--- src/logic/urxce_pkg.sv ---
// Constants and types shared by the receive completion and error block.
// Assumes one 20 MHz clock and a basic clock enable from a prescaler.
package urxce_pkg;
    localparam int unsigned MCLK_HZ = 20000000;
    // Filter lag in basic clocks: two equal samples before a change
    localparam int unsigned FILTER_LAG_CLK = 2;
    localparam int unsigned DATA_BITS_DEF = 8;
    localparam logic [7:0] BAUD_DIV_MIN = 8'h08;
    // Parity mode encoding on the mode input
    localparam logic [1:0] PAR_NONE = 2'h0;
    localparam logic [1:0] PAR_ZERO = 2'h1;
    localparam logic [1:0] PAR_ODD = 2'h2;
    localparam logic [1:0] PAR_EVEN = 2'h3;
    // Status flag positions and reset value
    localparam int unsigned ST_OVERRUN = 0;
    localparam int unsigned ST_FRAMING = 1;
    localparam int unsigned ST_PARITY = 2;
    localparam logic [2:0] STATUS_RST = 3'h0;
    localparam logic [7:0] BUF_RST = 8'h00;
    typedef enum logic [2:0] {
        URXCE_IDLE,
        URXCE_START,
        URXCE_DATA,
        URXCE_PARITY,
        URXCE_STOP
    } urxce_state_e;
endpackage

--- src/logic/urxce_rx.sv ---
// Receive side of one asynchronous serial channel: filter, frame, buffer,
// error flags and completion/error interrupts.
// Assumes i_fuclk_en is a one-cycle pulse from a prescaler on i_mclk and
// that the baud divisor only changes while reception is disabled.
`timescale 1ns/1ps
`default_nettype none
module urxce_rx
    import urxce_pkg::*;
#(
    parameter int unsigned DATA_BITS = DATA_BITS_DEF
) (
    // Clock and reset
    input wire logic i_mclk,
    input wire logic i_reset,
    // Configuration
    input wire logic i_unit_enable_bit,
    input wire logic i_receive_enable_bit,
    input wire logic i_error_irq_routing_bit,
    input wire logic [1:0] i_parity_mode,
    input wire logic [7:0] i_baud_div,
    input wire logic i_fuclk_en,
    // Serial line
    input wire logic i_serial_rx_input,
    // Receive buffer stream
    output logic o_rx_valid,
    output logic [DATA_BITS-1:0] o_rx_data,
    input wire logic i_rx_ready,
    // Status
    input wire logic i_status_read,
    output logic [2:0] o_rx_status,
    // Interrupts
    output logic o_rx_done_irq,
    output logic o_rx_error_irq
);
    if (DATA_BITS < 5 || DATA_BITS > 8) begin : g_bad_width
        $error("DATA_BITS must lie between 5 and 8");
    end

    typedef struct packed {
        logic sync1;
        logic sync2;
        logic samp;
        logic filt;
        logic filt_prev;
        urxce_state_e state;
        logic [8:0] cnt;
        logic [3:0] bitn;
        logic [DATA_BITS-1:0] shift;
        logic par_err;
        logic [2:0] status;
        logic [DATA_BITS-1:0] head;
        logic head_v;
        logic [DATA_BITS-1:0] tail;
        logic tail_v;
        logic done_irq;
        logic err_irq;
    } urxce_state_s;

    urxce_state_s q;
    urxce_state_s d;

    // Parity bit a transmitter would send for this data
    function automatic logic tx_parity(input logic [DATA_BITS-1:0] data,
                                       input logic [1:0] mode);
        case (mode)
            PAR_EVEN: tx_parity = ^data;
            PAR_ODD: tx_parity = ~^data;
            default: tx_parity = 1'b0;
        endcase
    endfunction

    logic tick;
    logic bit_end;
    logic [8:0] half_end;
    logic frame_err;
    logic ovr;

    always_comb begin
        d = q;
        d.done_irq = 1'b0;
        d.err_irq = 1'b0;
        frame_err = 1'b0;
        ovr = 1'b0;
        // Basic clock stands still with the unit disabled
        tick = i_fuclk_en & i_unit_enable_bit;
        half_end = {1'b0, i_baud_div} - 9'h001;
        bit_end = (q.cnt == ({i_baud_div, 1'b0} - 9'h001));
        d.sync1 = i_serial_rx_input;
        d.sync2 = q.sync1;
        // Two equal samples before the filtered line moves
        if (tick) begin
            d.samp = q.sync2;
            if (q.sync2 == q.samp) begin
                d.filt = q.sync2;
            end
        end
        d.filt_prev = q.filt;
        // Consumer pops the head; tail slides forward
        if (i_rx_ready && q.head_v) begin
            if (q.tail_v) begin
                d.head = q.tail;
                d.tail_v = 1'b0;
            end else begin
                d.head_v = 1'b0;
            end
        end
        if (i_status_read) begin
            d.status = STATUS_RST;
        end
        if (!i_receive_enable_bit) begin
            d.state = URXCE_IDLE;
            // A parity error of the cut frame must not reach the next one
            d.par_err = 1'b0;
        end else begin
            case (q.state)
                URXCE_IDLE: begin
                    if (q.filt_prev && !q.filt) begin
                        d.state = URXCE_START;
                        d.cnt = 9'h000;
                    end
                end
                URXCE_START: begin
                    if (tick) begin
                        if (q.cnt == half_end) begin
                            d.cnt = 9'h000;
                            d.bitn = 4'h0;
                            // A glitch that is gone by mid bit is no start
                            d.state = q.filt ? URXCE_IDLE :
                                URXCE_DATA;
                        end else begin
                            d.cnt = q.cnt + 9'h001;
                        end
                    end
                end
                URXCE_DATA: begin
                    if (tick) begin
                        if (bit_end) begin
                            d.cnt = 9'h000;
                            d.shift = {q.filt,
                                q.shift[DATA_BITS-1:1]};
                            d.bitn = q.bitn + 4'h1;
                            if (q.bitn == 4'(DATA_BITS - 1)) begin
                                d.state = (i_parity_mode == PAR_NONE) ?
                                    URXCE_STOP : URXCE_PARITY;
                            end
                        end else begin
                            d.cnt = q.cnt + 9'h001;
                        end
                    end
                end
                URXCE_PARITY: begin
                    if (tick) begin
                        if (bit_end) begin
                            d.cnt = 9'h000;
                            d.state = URXCE_STOP;
                            // Mismatch equals a wrong ones count overall
                            d.par_err = (i_parity_mode == PAR_EVEN ||
                                i_parity_mode == PAR_ODD) &&
                                (q.filt != tx_parity(q.shift,
                                i_parity_mode));
                        end else begin
                            d.cnt = q.cnt + 9'h001;
                        end
                    end
                end
                URXCE_STOP: begin
                    if (tick) begin
                        if (bit_end) begin
                            d.state = URXCE_IDLE;
                            d.cnt = 9'h000;
                            frame_err = !q.filt;
                            ovr = d.head_v && d.tail_v;
                            if (!ovr) begin
                                // Errored frames are still delivered
                                if (!d.head_v) begin
                                    d.head = q.shift;
                                    d.head_v = 1'b1;
                                end else begin
                                    d.tail = q.shift;
                                    d.tail_v = 1'b1;
                                end
                            end
                            // Set wins over a read in the same cycle
                            d.status[ST_PARITY] = d.status[ST_PARITY] |
                                q.par_err;
                            d.status[ST_FRAMING] = d.status[ST_FRAMING] |
                                frame_err;
                            d.status[ST_OVERRUN] = d.status[ST_OVERRUN] |
                                ovr;
                            if ((q.par_err || frame_err || ovr) &&
                                !i_error_irq_routing_bit) begin
                                d.err_irq = 1'b1;
                            end else begin
                                d.done_irq = 1'b1;
                            end
                            d.par_err = 1'b0;
                        end else begin
                            d.cnt = q.cnt + 9'h001;
                        end
                    end
                end
                default: d.state = URXCE_IDLE;
            endcase
        end
    end

    always_ff @(posedge i_mclk) begin
        if (i_reset) begin
            q <= '0;
            q.sync1 <= 1'b1;
            q.sync2 <= 1'b1;
            q.samp <= 1'b1;
            q.filt <= 1'b1;
            q.filt_prev <= 1'b1;
            q.state <= URXCE_IDLE;
            q.status <= STATUS_RST;
            q.head <= DATA_BITS'(BUF_RST);
        end else begin
            q <= d;
        end
    end

    assign o_rx_valid = q.head_v;
    assign o_rx_data = q.head;
    assign o_rx_status = q.status;
    assign o_rx_done_irq = q.done_irq;
    assign o_rx_error_irq = q.err_irq;

    property p_done_needs_en;
        @(posedge i_mclk) disable iff (i_reset)
        o_rx_done_irq |-> $past(i_receive_enable_bit);
    endproperty
    a_done_needs_en: assert property (p_done_needs_en)
        else $error("done interrupt while reception disabled");

    property p_err_needs_en;
        @(posedge i_mclk) disable iff (i_reset)
        o_rx_error_irq |-> $past(i_receive_enable_bit);
    endproperty
    a_err_needs_en: assert property (p_err_needs_en)
        else $error("error interrupt while reception disabled");

    property p_irq_exclusive;
        @(posedge i_mclk) disable iff (i_reset)
        !(o_rx_done_irq && o_rx_error_irq);
    endproperty
    a_irq_exclusive: assert property (p_irq_exclusive)
        else $error("both interrupts for one frame");

    property p_err_route;
        @(posedge i_mclk) disable iff (i_reset)
        o_rx_error_irq |-> !$past(i_error_irq_routing_bit);
    endproperty
    a_err_route: assert property (p_err_route)
        else $error("error interrupt with routing bit set");

    property p_err_flags;
        @(posedge i_mclk) disable iff (i_reset)
        o_rx_error_irq |-> (o_rx_status != 3'h0);
    endproperty
    a_err_flags: assert property (p_err_flags)
        else $error("error interrupt without a status flag");

    property p_read_clears;
        @(posedge i_mclk) disable iff (i_reset)
        $past(i_status_read) && !o_rx_done_irq && !o_rx_error_irq
            |-> o_rx_status == 3'h0;
    endproperty
    a_read_clears: assert property (p_read_clears)
        else $error("status not cleared by read");

    property p_abort;
        @(posedge i_mclk) disable iff (i_reset)
        !i_receive_enable_bit |=> q.state == URXCE_IDLE && !o_rx_done_irq &&
            !o_rx_error_irq;
    endproperty
    a_abort: assert property (p_abort)
        else $error("reception not aborted");

    property p_filter;
        @(posedge i_mclk) disable iff (i_reset)
        $changed(q.filt) |-> $past(q.samp) == q.filt && $past(tick);
    endproperty
    a_filter: assert property (p_filter)
        else $error("filter moved without two equal samples");

    property p_overrun_keeps;
        @(posedge i_mclk) disable iff (i_reset)
        $past(q.head_v && q.tail_v && !i_rx_ready) &&
            (o_rx_done_irq || o_rx_error_irq)
            |-> o_rx_data == $past(o_rx_data) && o_rx_status[ST_OVERRUN];
    endproperty
    a_overrun_keeps: assert property (p_overrun_keeps)
        else $error("overrun changed the buffer or missed its flag");
endmodule
`default_nettype wire

--- config.mk ---
export PLATFORM = sky130hd
export DESIGN_NAME = urxce_rx
export DESIGN_NICKNAME = d
export VERILOG_FILES = /design/src/logic/urxce_pkg.sv /design/src/logic/urxce_rx.sv
export SDC_FILE = /design/constraint.sdc
export NUM_CORES = 1
export LEC_CHECK = 0
export BUFFER_PORTS_ARGS = -buffer_cell sky130_fd_sc_hd__buf_4
export CAP_MARGIN = 20
export CORE_ASPECT_RATIO = 1.75
export CORE_UTILIZATION = 34
export CTS_CLUSTER_SIZE = 12
export DETAILED_ROUTE_END_ITERATION = 8
export PLACE_DENSITY = 0.57
export SYNTH_ARGS = -nofsm -noshare
export SYNTH_HDL_FRONTEND = slang
export SYNTH_SLANG_ARGS = --single-unit
--- constraint.sdc ---
create_clock -name i_mclk -period 7.4 [get_ports i_mclk]
set_input_delay 0.37 -clock i_mclk [delete_from_list [all_inputs] [get_ports i_mclk]]
set_output_delay 0.37 -clock i_mclk [all_outputs]
set_load 0.02 [all_outputs]
# ---- Word-level counts from Yosys, hierarchy flattened
# Cells that the tools add are included.
# Widths: inputs -> output; s select.
dict set report op_classes {
  add_sub_neg 4
  n_eq_ne 21
  mux 41
  n_bitwise 9
  n_reduce_logical 26
}
# operator count
set op_table {}
lappend op_table {{$mux 24} 3}
lappend op_table {{$mux 12} 4}
lappend op_table {{$mux 23} 2}
lappend op_table {{$mux 9} 5}
lappend op_table {{$pmux 9 s5} 1}
lappend op_table {{$mux 3} 7}
lappend op_table {{$ne 2x2->1 const B} 10}
lappend op_table {{$eq 9x9->1} 2}
lappend op_table {{$mux 18} 1}
lappend op_table {{$mux 16} 1}
lappend op_table {{$pmux 3 s5} 1}
lappend op_table {{$reduce_and 6->1} 2}
lappend op_table {{$mux 1} 10}
lappend op_table {{$reduce_and 10->1} 1}
lappend op_table {{$add 9x1->9 const B} 1}
lappend op_table {{$sub 8x1->9 const B} 1}
lappend op_table {{$sub 9x1->9 const B} 1}
lappend op_table {{$mux 8} 1}
lappend op_table {{$pmux 4 s2} 1}
lappend op_table {{$reduce_xnor 8->1} 1}
lappend op_table {{$reduce_xor 8->1} 1}
lappend op_table {{$reduce_and 7->1} 1}
lappend op_table {{$eq 3x2->1 const B} 2}
lappend op_table {{$logic_and 1x1->1} 5}
lappend op_table {{24 further kinds} 36}
dict set report word_totals {
  regBits 53
  output_inout_bits 14
}

# ---- Longest topological paths before layout
dict set report depth {
  ltp_word 11
  mapped_depth 11
}

# ---- Least setup slack after synthesis
# Ideal clock, no wire load.
dict set report synth_path {
  kind {in2reg}
  from {input i_baud_div[3]}
  to {register q[32] (netlist bit)}
  arrival_time_ps 2675
  path_slack_ps 4657
  stages 11
  path_buffers 4
  path_cell_list {buf_6 or3_1 buf_2 nor4_1 o21ba_1 and2_4 buf_6 or4_1 buf_2 a211o_1 a21oi_2}
}
dict set report synth_between {
  elab_chain_cells 4
}
# element line_no
set synth_lines {}
lappend synth_lines {{start: declaration} urxce_rx.sv:20} ;# input wire logic [7:0] i_baud_div,
lappend synth_lines {{$sub 9x1->9 / $sub 8x1->9 (equally long branches)} {urxce_rx.sv:87, urxce_rx.sv:86}}
lappend synth_lines {{$eq 9x9->1 (on tied branches)} {urxce_rx.sv:87, urxce_rx.sv:124}}
lappend synth_lines {{$ne 2x2->1 (no source line)} n/a}
lappend synth_lines {{$reduce_and 6->1 (no source line) *} n/a}
lappend synth_lines {{end: declaration} urxce_rx.sv:59} ;# urxce_state_s q;
# Every way passes the cells marked *; elsewhere a longest branch is shown, timed or not.
# A chain may end at the register's enable or synchronous reset.

# ---- Worst setup path after layout
dict set report layout_path {
  from {register q[43] (netlist bit)}
  to {register q[43] (netlist bit)}
}
dict set report layout_between {
  elab_chain_cells 4
}
# element line_no
set layout_lines {}
lappend layout_lines {{$add 9x1->9 (tied with other cells)} n/a}
lappend layout_lines {{$mux 9 (on tied branches)} n/a}
lappend layout_lines {{$mux 12 (tied with other cells)} urxce_rx.sv:167} ;# if (tick) begin
lappend layout_lines {{$pmux 9 s5 *} urxce_rx.sv:115} ;# case (q.state)
# Every way passes the cells marked *; elsewhere a longest branch is shown, timed or not. The select of a mux whose other input is x is not followed.

==> summary.md <==
| Metric | Value |
|---|---|
| Outcome | finished, final reports clean |
| Critical Path Stages | 7 |
| Pwr Total | 0.0006067 W |
| Post-synth top cells | dfxtp_1, nor2_1, mux2i_1 |
| Final Skew | 0.005151 ns |
| FP Rows | 47 |
| Largest net degree at the start of global routing | 44 |
| Critical path peak fanout | 9 |
| RSZ-0062 raised after global routing | no |
| Metal-1 WL | 3.071 mm |
| Avg Cell Area, Syn | 8.417 µm² |
| Met3 wire len | 258 µm |
| Max_slew headroom | 50.46% |
| Critical Path RT | 7.62 ns |
| Clk root buf | clkbuf_16 |
| Post-CTS Setup Repair Bufs | 0 |
| Final HPWL DP | 5.649 mm |
| Max clock buf depth | 2 |
| FFs w/ async S/R, synth | 0% |
| Reg-to-Reg End | q[43] |
| Sw Ratio | 21.49% |
| Arrival @ worst endpoint | 3.03 ns |
| Most frequent cell after synthesis | dfxtp_1 |
| Vias in the first global route | 2744 |
| Setup crit start | q[43] |
| Initial antenna violation count | 0 |
| Least-Margin Pin Slew | 0.7375 ns |
| Starting density of the core | 34.80% |
| F_max | 356.0 MHz |
| Synth top area share | 32.40% |
| Net Sw Power | 0.0001304 W |
| Sequential power share | 47.7% |
| Post-CTS Resized | 0 |
| Crit Path Class | flip-flop to flip-flop |
| Fin util | 38.88% |
| Ordered cell list for the critical path | or4_1, a2111oi_0, o22ai_1, o2111a_1, a211oi_2, nor2_1, o21ai_0 |
| Post-synth EDFFs | 0 |
| Peak supply drop | 0.1543 mV |
| Clock power frac | 44.8% |
| Detailed-route via count | 2710 |
| Startpoint Class | flip-flop |
| Area delta synth->final | 11.73% |
| Port Buf Inserts | 32 |
| YS warnings | 0 |
| CP Capture Point | q[43] |
| Tcrit/Tclk final | 37.96% |
| Global-route wire length before repair | 13.06 mm |
| Max stage delay cell, worst path | or4_1 |
| Placed cell area | 3486 µm² |
| DIE HEIGHT | 131.8 µm |
| Pwr/cell area | 165.8 nW/µm² |
| CTS Hold Bufs | 0 |
| Worst path max stage delay | 0.62 ns |
| Global-route usage over all layers | 15.94% |
| Setup TNS | 0 ns |
| DRC | 0 |
| Final hold vios | 0 |
| Number of fill cells | 995 |
| CTS tree | done |
| R2R Path Start | q[43] |
| Iter 0 DRT Violations | 110 |
| Crit path buf inv count | 0 |
| Diode count | 0 |
| Fraction of layout cells with a size suffix above 1 | 16.46% |
| Post-Syn Area | 3274 µm² |
| Final Cell Area | 3659 µm² |
| Placeable Area | 9409 µm² |
| Wire per inst | 14.72 µm |
| Maxcap violations | 0 |
| H-tree levels | 2 |
| Post-route ant nets | 0 |
| Vias/cell | 5.242 |
| Synthesized net count | 411 |
| Skew-Pair Late Insertion Delay | 0.29 ns |
| Met2 WL post-DR | 4.132 mm |
| Fin nets | 416 |
| Pint | 0.0004763 W |
| Cells after Synth | 389 |
| R2R setup slack | 4.59 ns |
| Sequential area share after synthesis | 32.40% |
| Combinational share of power | 7.5% |
| WL final | 7.608 mm |
| Die Width | 76.19 µm |
| Top Metal Used | met4 |
| Die footprint | 10040 µm² |
| LEAKAGE | 1.310 nW |
| Delay-heaviest family, CP | compound AO/OA/AOI/OAI gates |
| Count of unique library cells instantiated by Yosys | 62 |
| Placer Congestion | 0.8606 |
| Min Tclk post-route | 2.809 ns |
| Crit path capture type | flip-flop |
| Top post-synthesis cells by area | dfxtp_1, mux2i_1, nor2_1, xnor2_1, mux2_2 |
| Leading area contributor after synthesis | dfxtp_1 |
| Dominant synthesized flop cell | dfxtp_1 |
| Reg2reg path depth | 7 |
| CTS buffer count | 5 |
| CTS Sinks | 53 |
| Drt first pass iters | 4 |
| Seq cells post-synth | 53 |
| Max Slew Vio Count | 0 |
| Final setup violation count | 0 |
| Hold Path Class | primary input to flip-flop |
| GRT Residual Overflow | 0 |
| I/O pins | 33 |
| Clock-pin slew on the worst setup and hold paths | 0.07 ns |
power groups by stage:
stage                logic, W  registers (W)  clock network, W
floorplan           0.0000326       0.000295                 0
global placement    0.0000445       0.000296                 0
detailed placement  0.0000451       0.000296                 0
CTS                 0.0000453       0.000290          0.000281
global route        0.0000501       0.000290          0.000294
finish              0.0000455       0.000290          0.000272
sequential cells by signal, summed over array words and instances (netlist names):
signal,count
q,37
o_rx_data,8
o_rx_status,3
d,2
o_rx_done_irq,1
o_rx_error_irq,1
o_rx_valid,1
layout by cell type (no fill, tap or decap), types with 3 or more instances in the layout:
| cell | n |
|---|---|
| a2111oi_0 | 3 |
| a211o_1 | 3 |
| a21oi_1 | 11 |
| a22oi_1 | 3 |
| and2_1 | 3 |
| and3_1 | 4 |
| buf_4 | 34 |
| clkbuf_16 | 5 |
| dfxtp_1 | 53 |
| ha_1 | 3 |
| inv_1 | 16 |
| mux2_2 | 9 |
| mux2i_1 | 24 |
| nand2_1 | 17 |
| nand2b_1 | 9 |
| nand3_1 | 20 |
| nor2_1 | 46 |
| nor2b_1 | 7 |
| nor3_1 | 10 |
| nor4_1 | 3 |
| o211ai_1 | 6 |
| o21a_1 | 3 |
| o21ai_0 | 19 |
| or2_2 | 4 |
| or3_1 | 9 |
| or4_1 | 3 |
| xnor2_1 | 16 |
| xor2_1 | 7 |
final cells by class:
cell class | count | area (µm²) | share of cell area (%)
clock inverter | 1 | 30.03 | 0.8208
inverter | 16 | 60.06 | 1.642
tap | 122 | 152.6 | 4.172
timing repair buffer | 34 | 255.2 | 6.977
multi-input combinational | 284 | 1957 | 53.49
sequential | 53 | 1061 | 29.00
clock buffer | 7 | 142.6 | 3.899
cells by family after synthesis:
group           count (synthesis)  synth area share [%]
simple gates                  145                 23.35
compound gates                 76                 16.47
flops                          53                 32.40
buf+inv                        52                 8.024
mux                            34                 10.78
xor+xnor                       25                 7.528
fa+ha+maj                       4                 1.452
per-layer routing:
metal / track usage (%) / vias to the layer above
met5: 0 / -
met4: 6.517 / 0
met3: 2.561 / 10
met2: 30.71 / 57
met1: 16.83 / 1276
li1: - / 1367
metrics by stage:
| stage | instances | setup slack [ns] | hold slack (ns) |
|---|---|---|---|
| 5_1_grt | 517 | 4.407 | 0.2535 |
| 4_1_cts | 517 | 4.557 | 0.2521 |
| 3_3_place_gp | 509 | 4.427 | 0.3930 |
| 2_1_floorplan | 389 | 4.657 | 0.3895 |
| 6_report | 517 | 4.591 | 0.2574 |
| 3_5_place_dp | 509 | 4.352 | 0.3957 |
worst min path at each step:
stage,to,start,cells past startpoint
6_report,d[51],i_serial_rx_input,2
5_1_grt,d[51],i_serial_rx_input,2
4_1_cts,d[51],i_serial_rx_input,2
3_5_place_dp,q[51],d[51],1
3_3_place_gp,q[51],d[51],1
2_1_floorplan,q[51],d[51],1
worst register-to-register path, delay by kind of cell, from the launching register on:
| kind | cells | cell delay [ns] |
|---|---|---|
| flops | 1 | 0.43 |
| compound gates | 5 | 1.52 |
| simple gates | 2 | 0.79 |
Note: power is estimated with default switching activity, not from simulation.
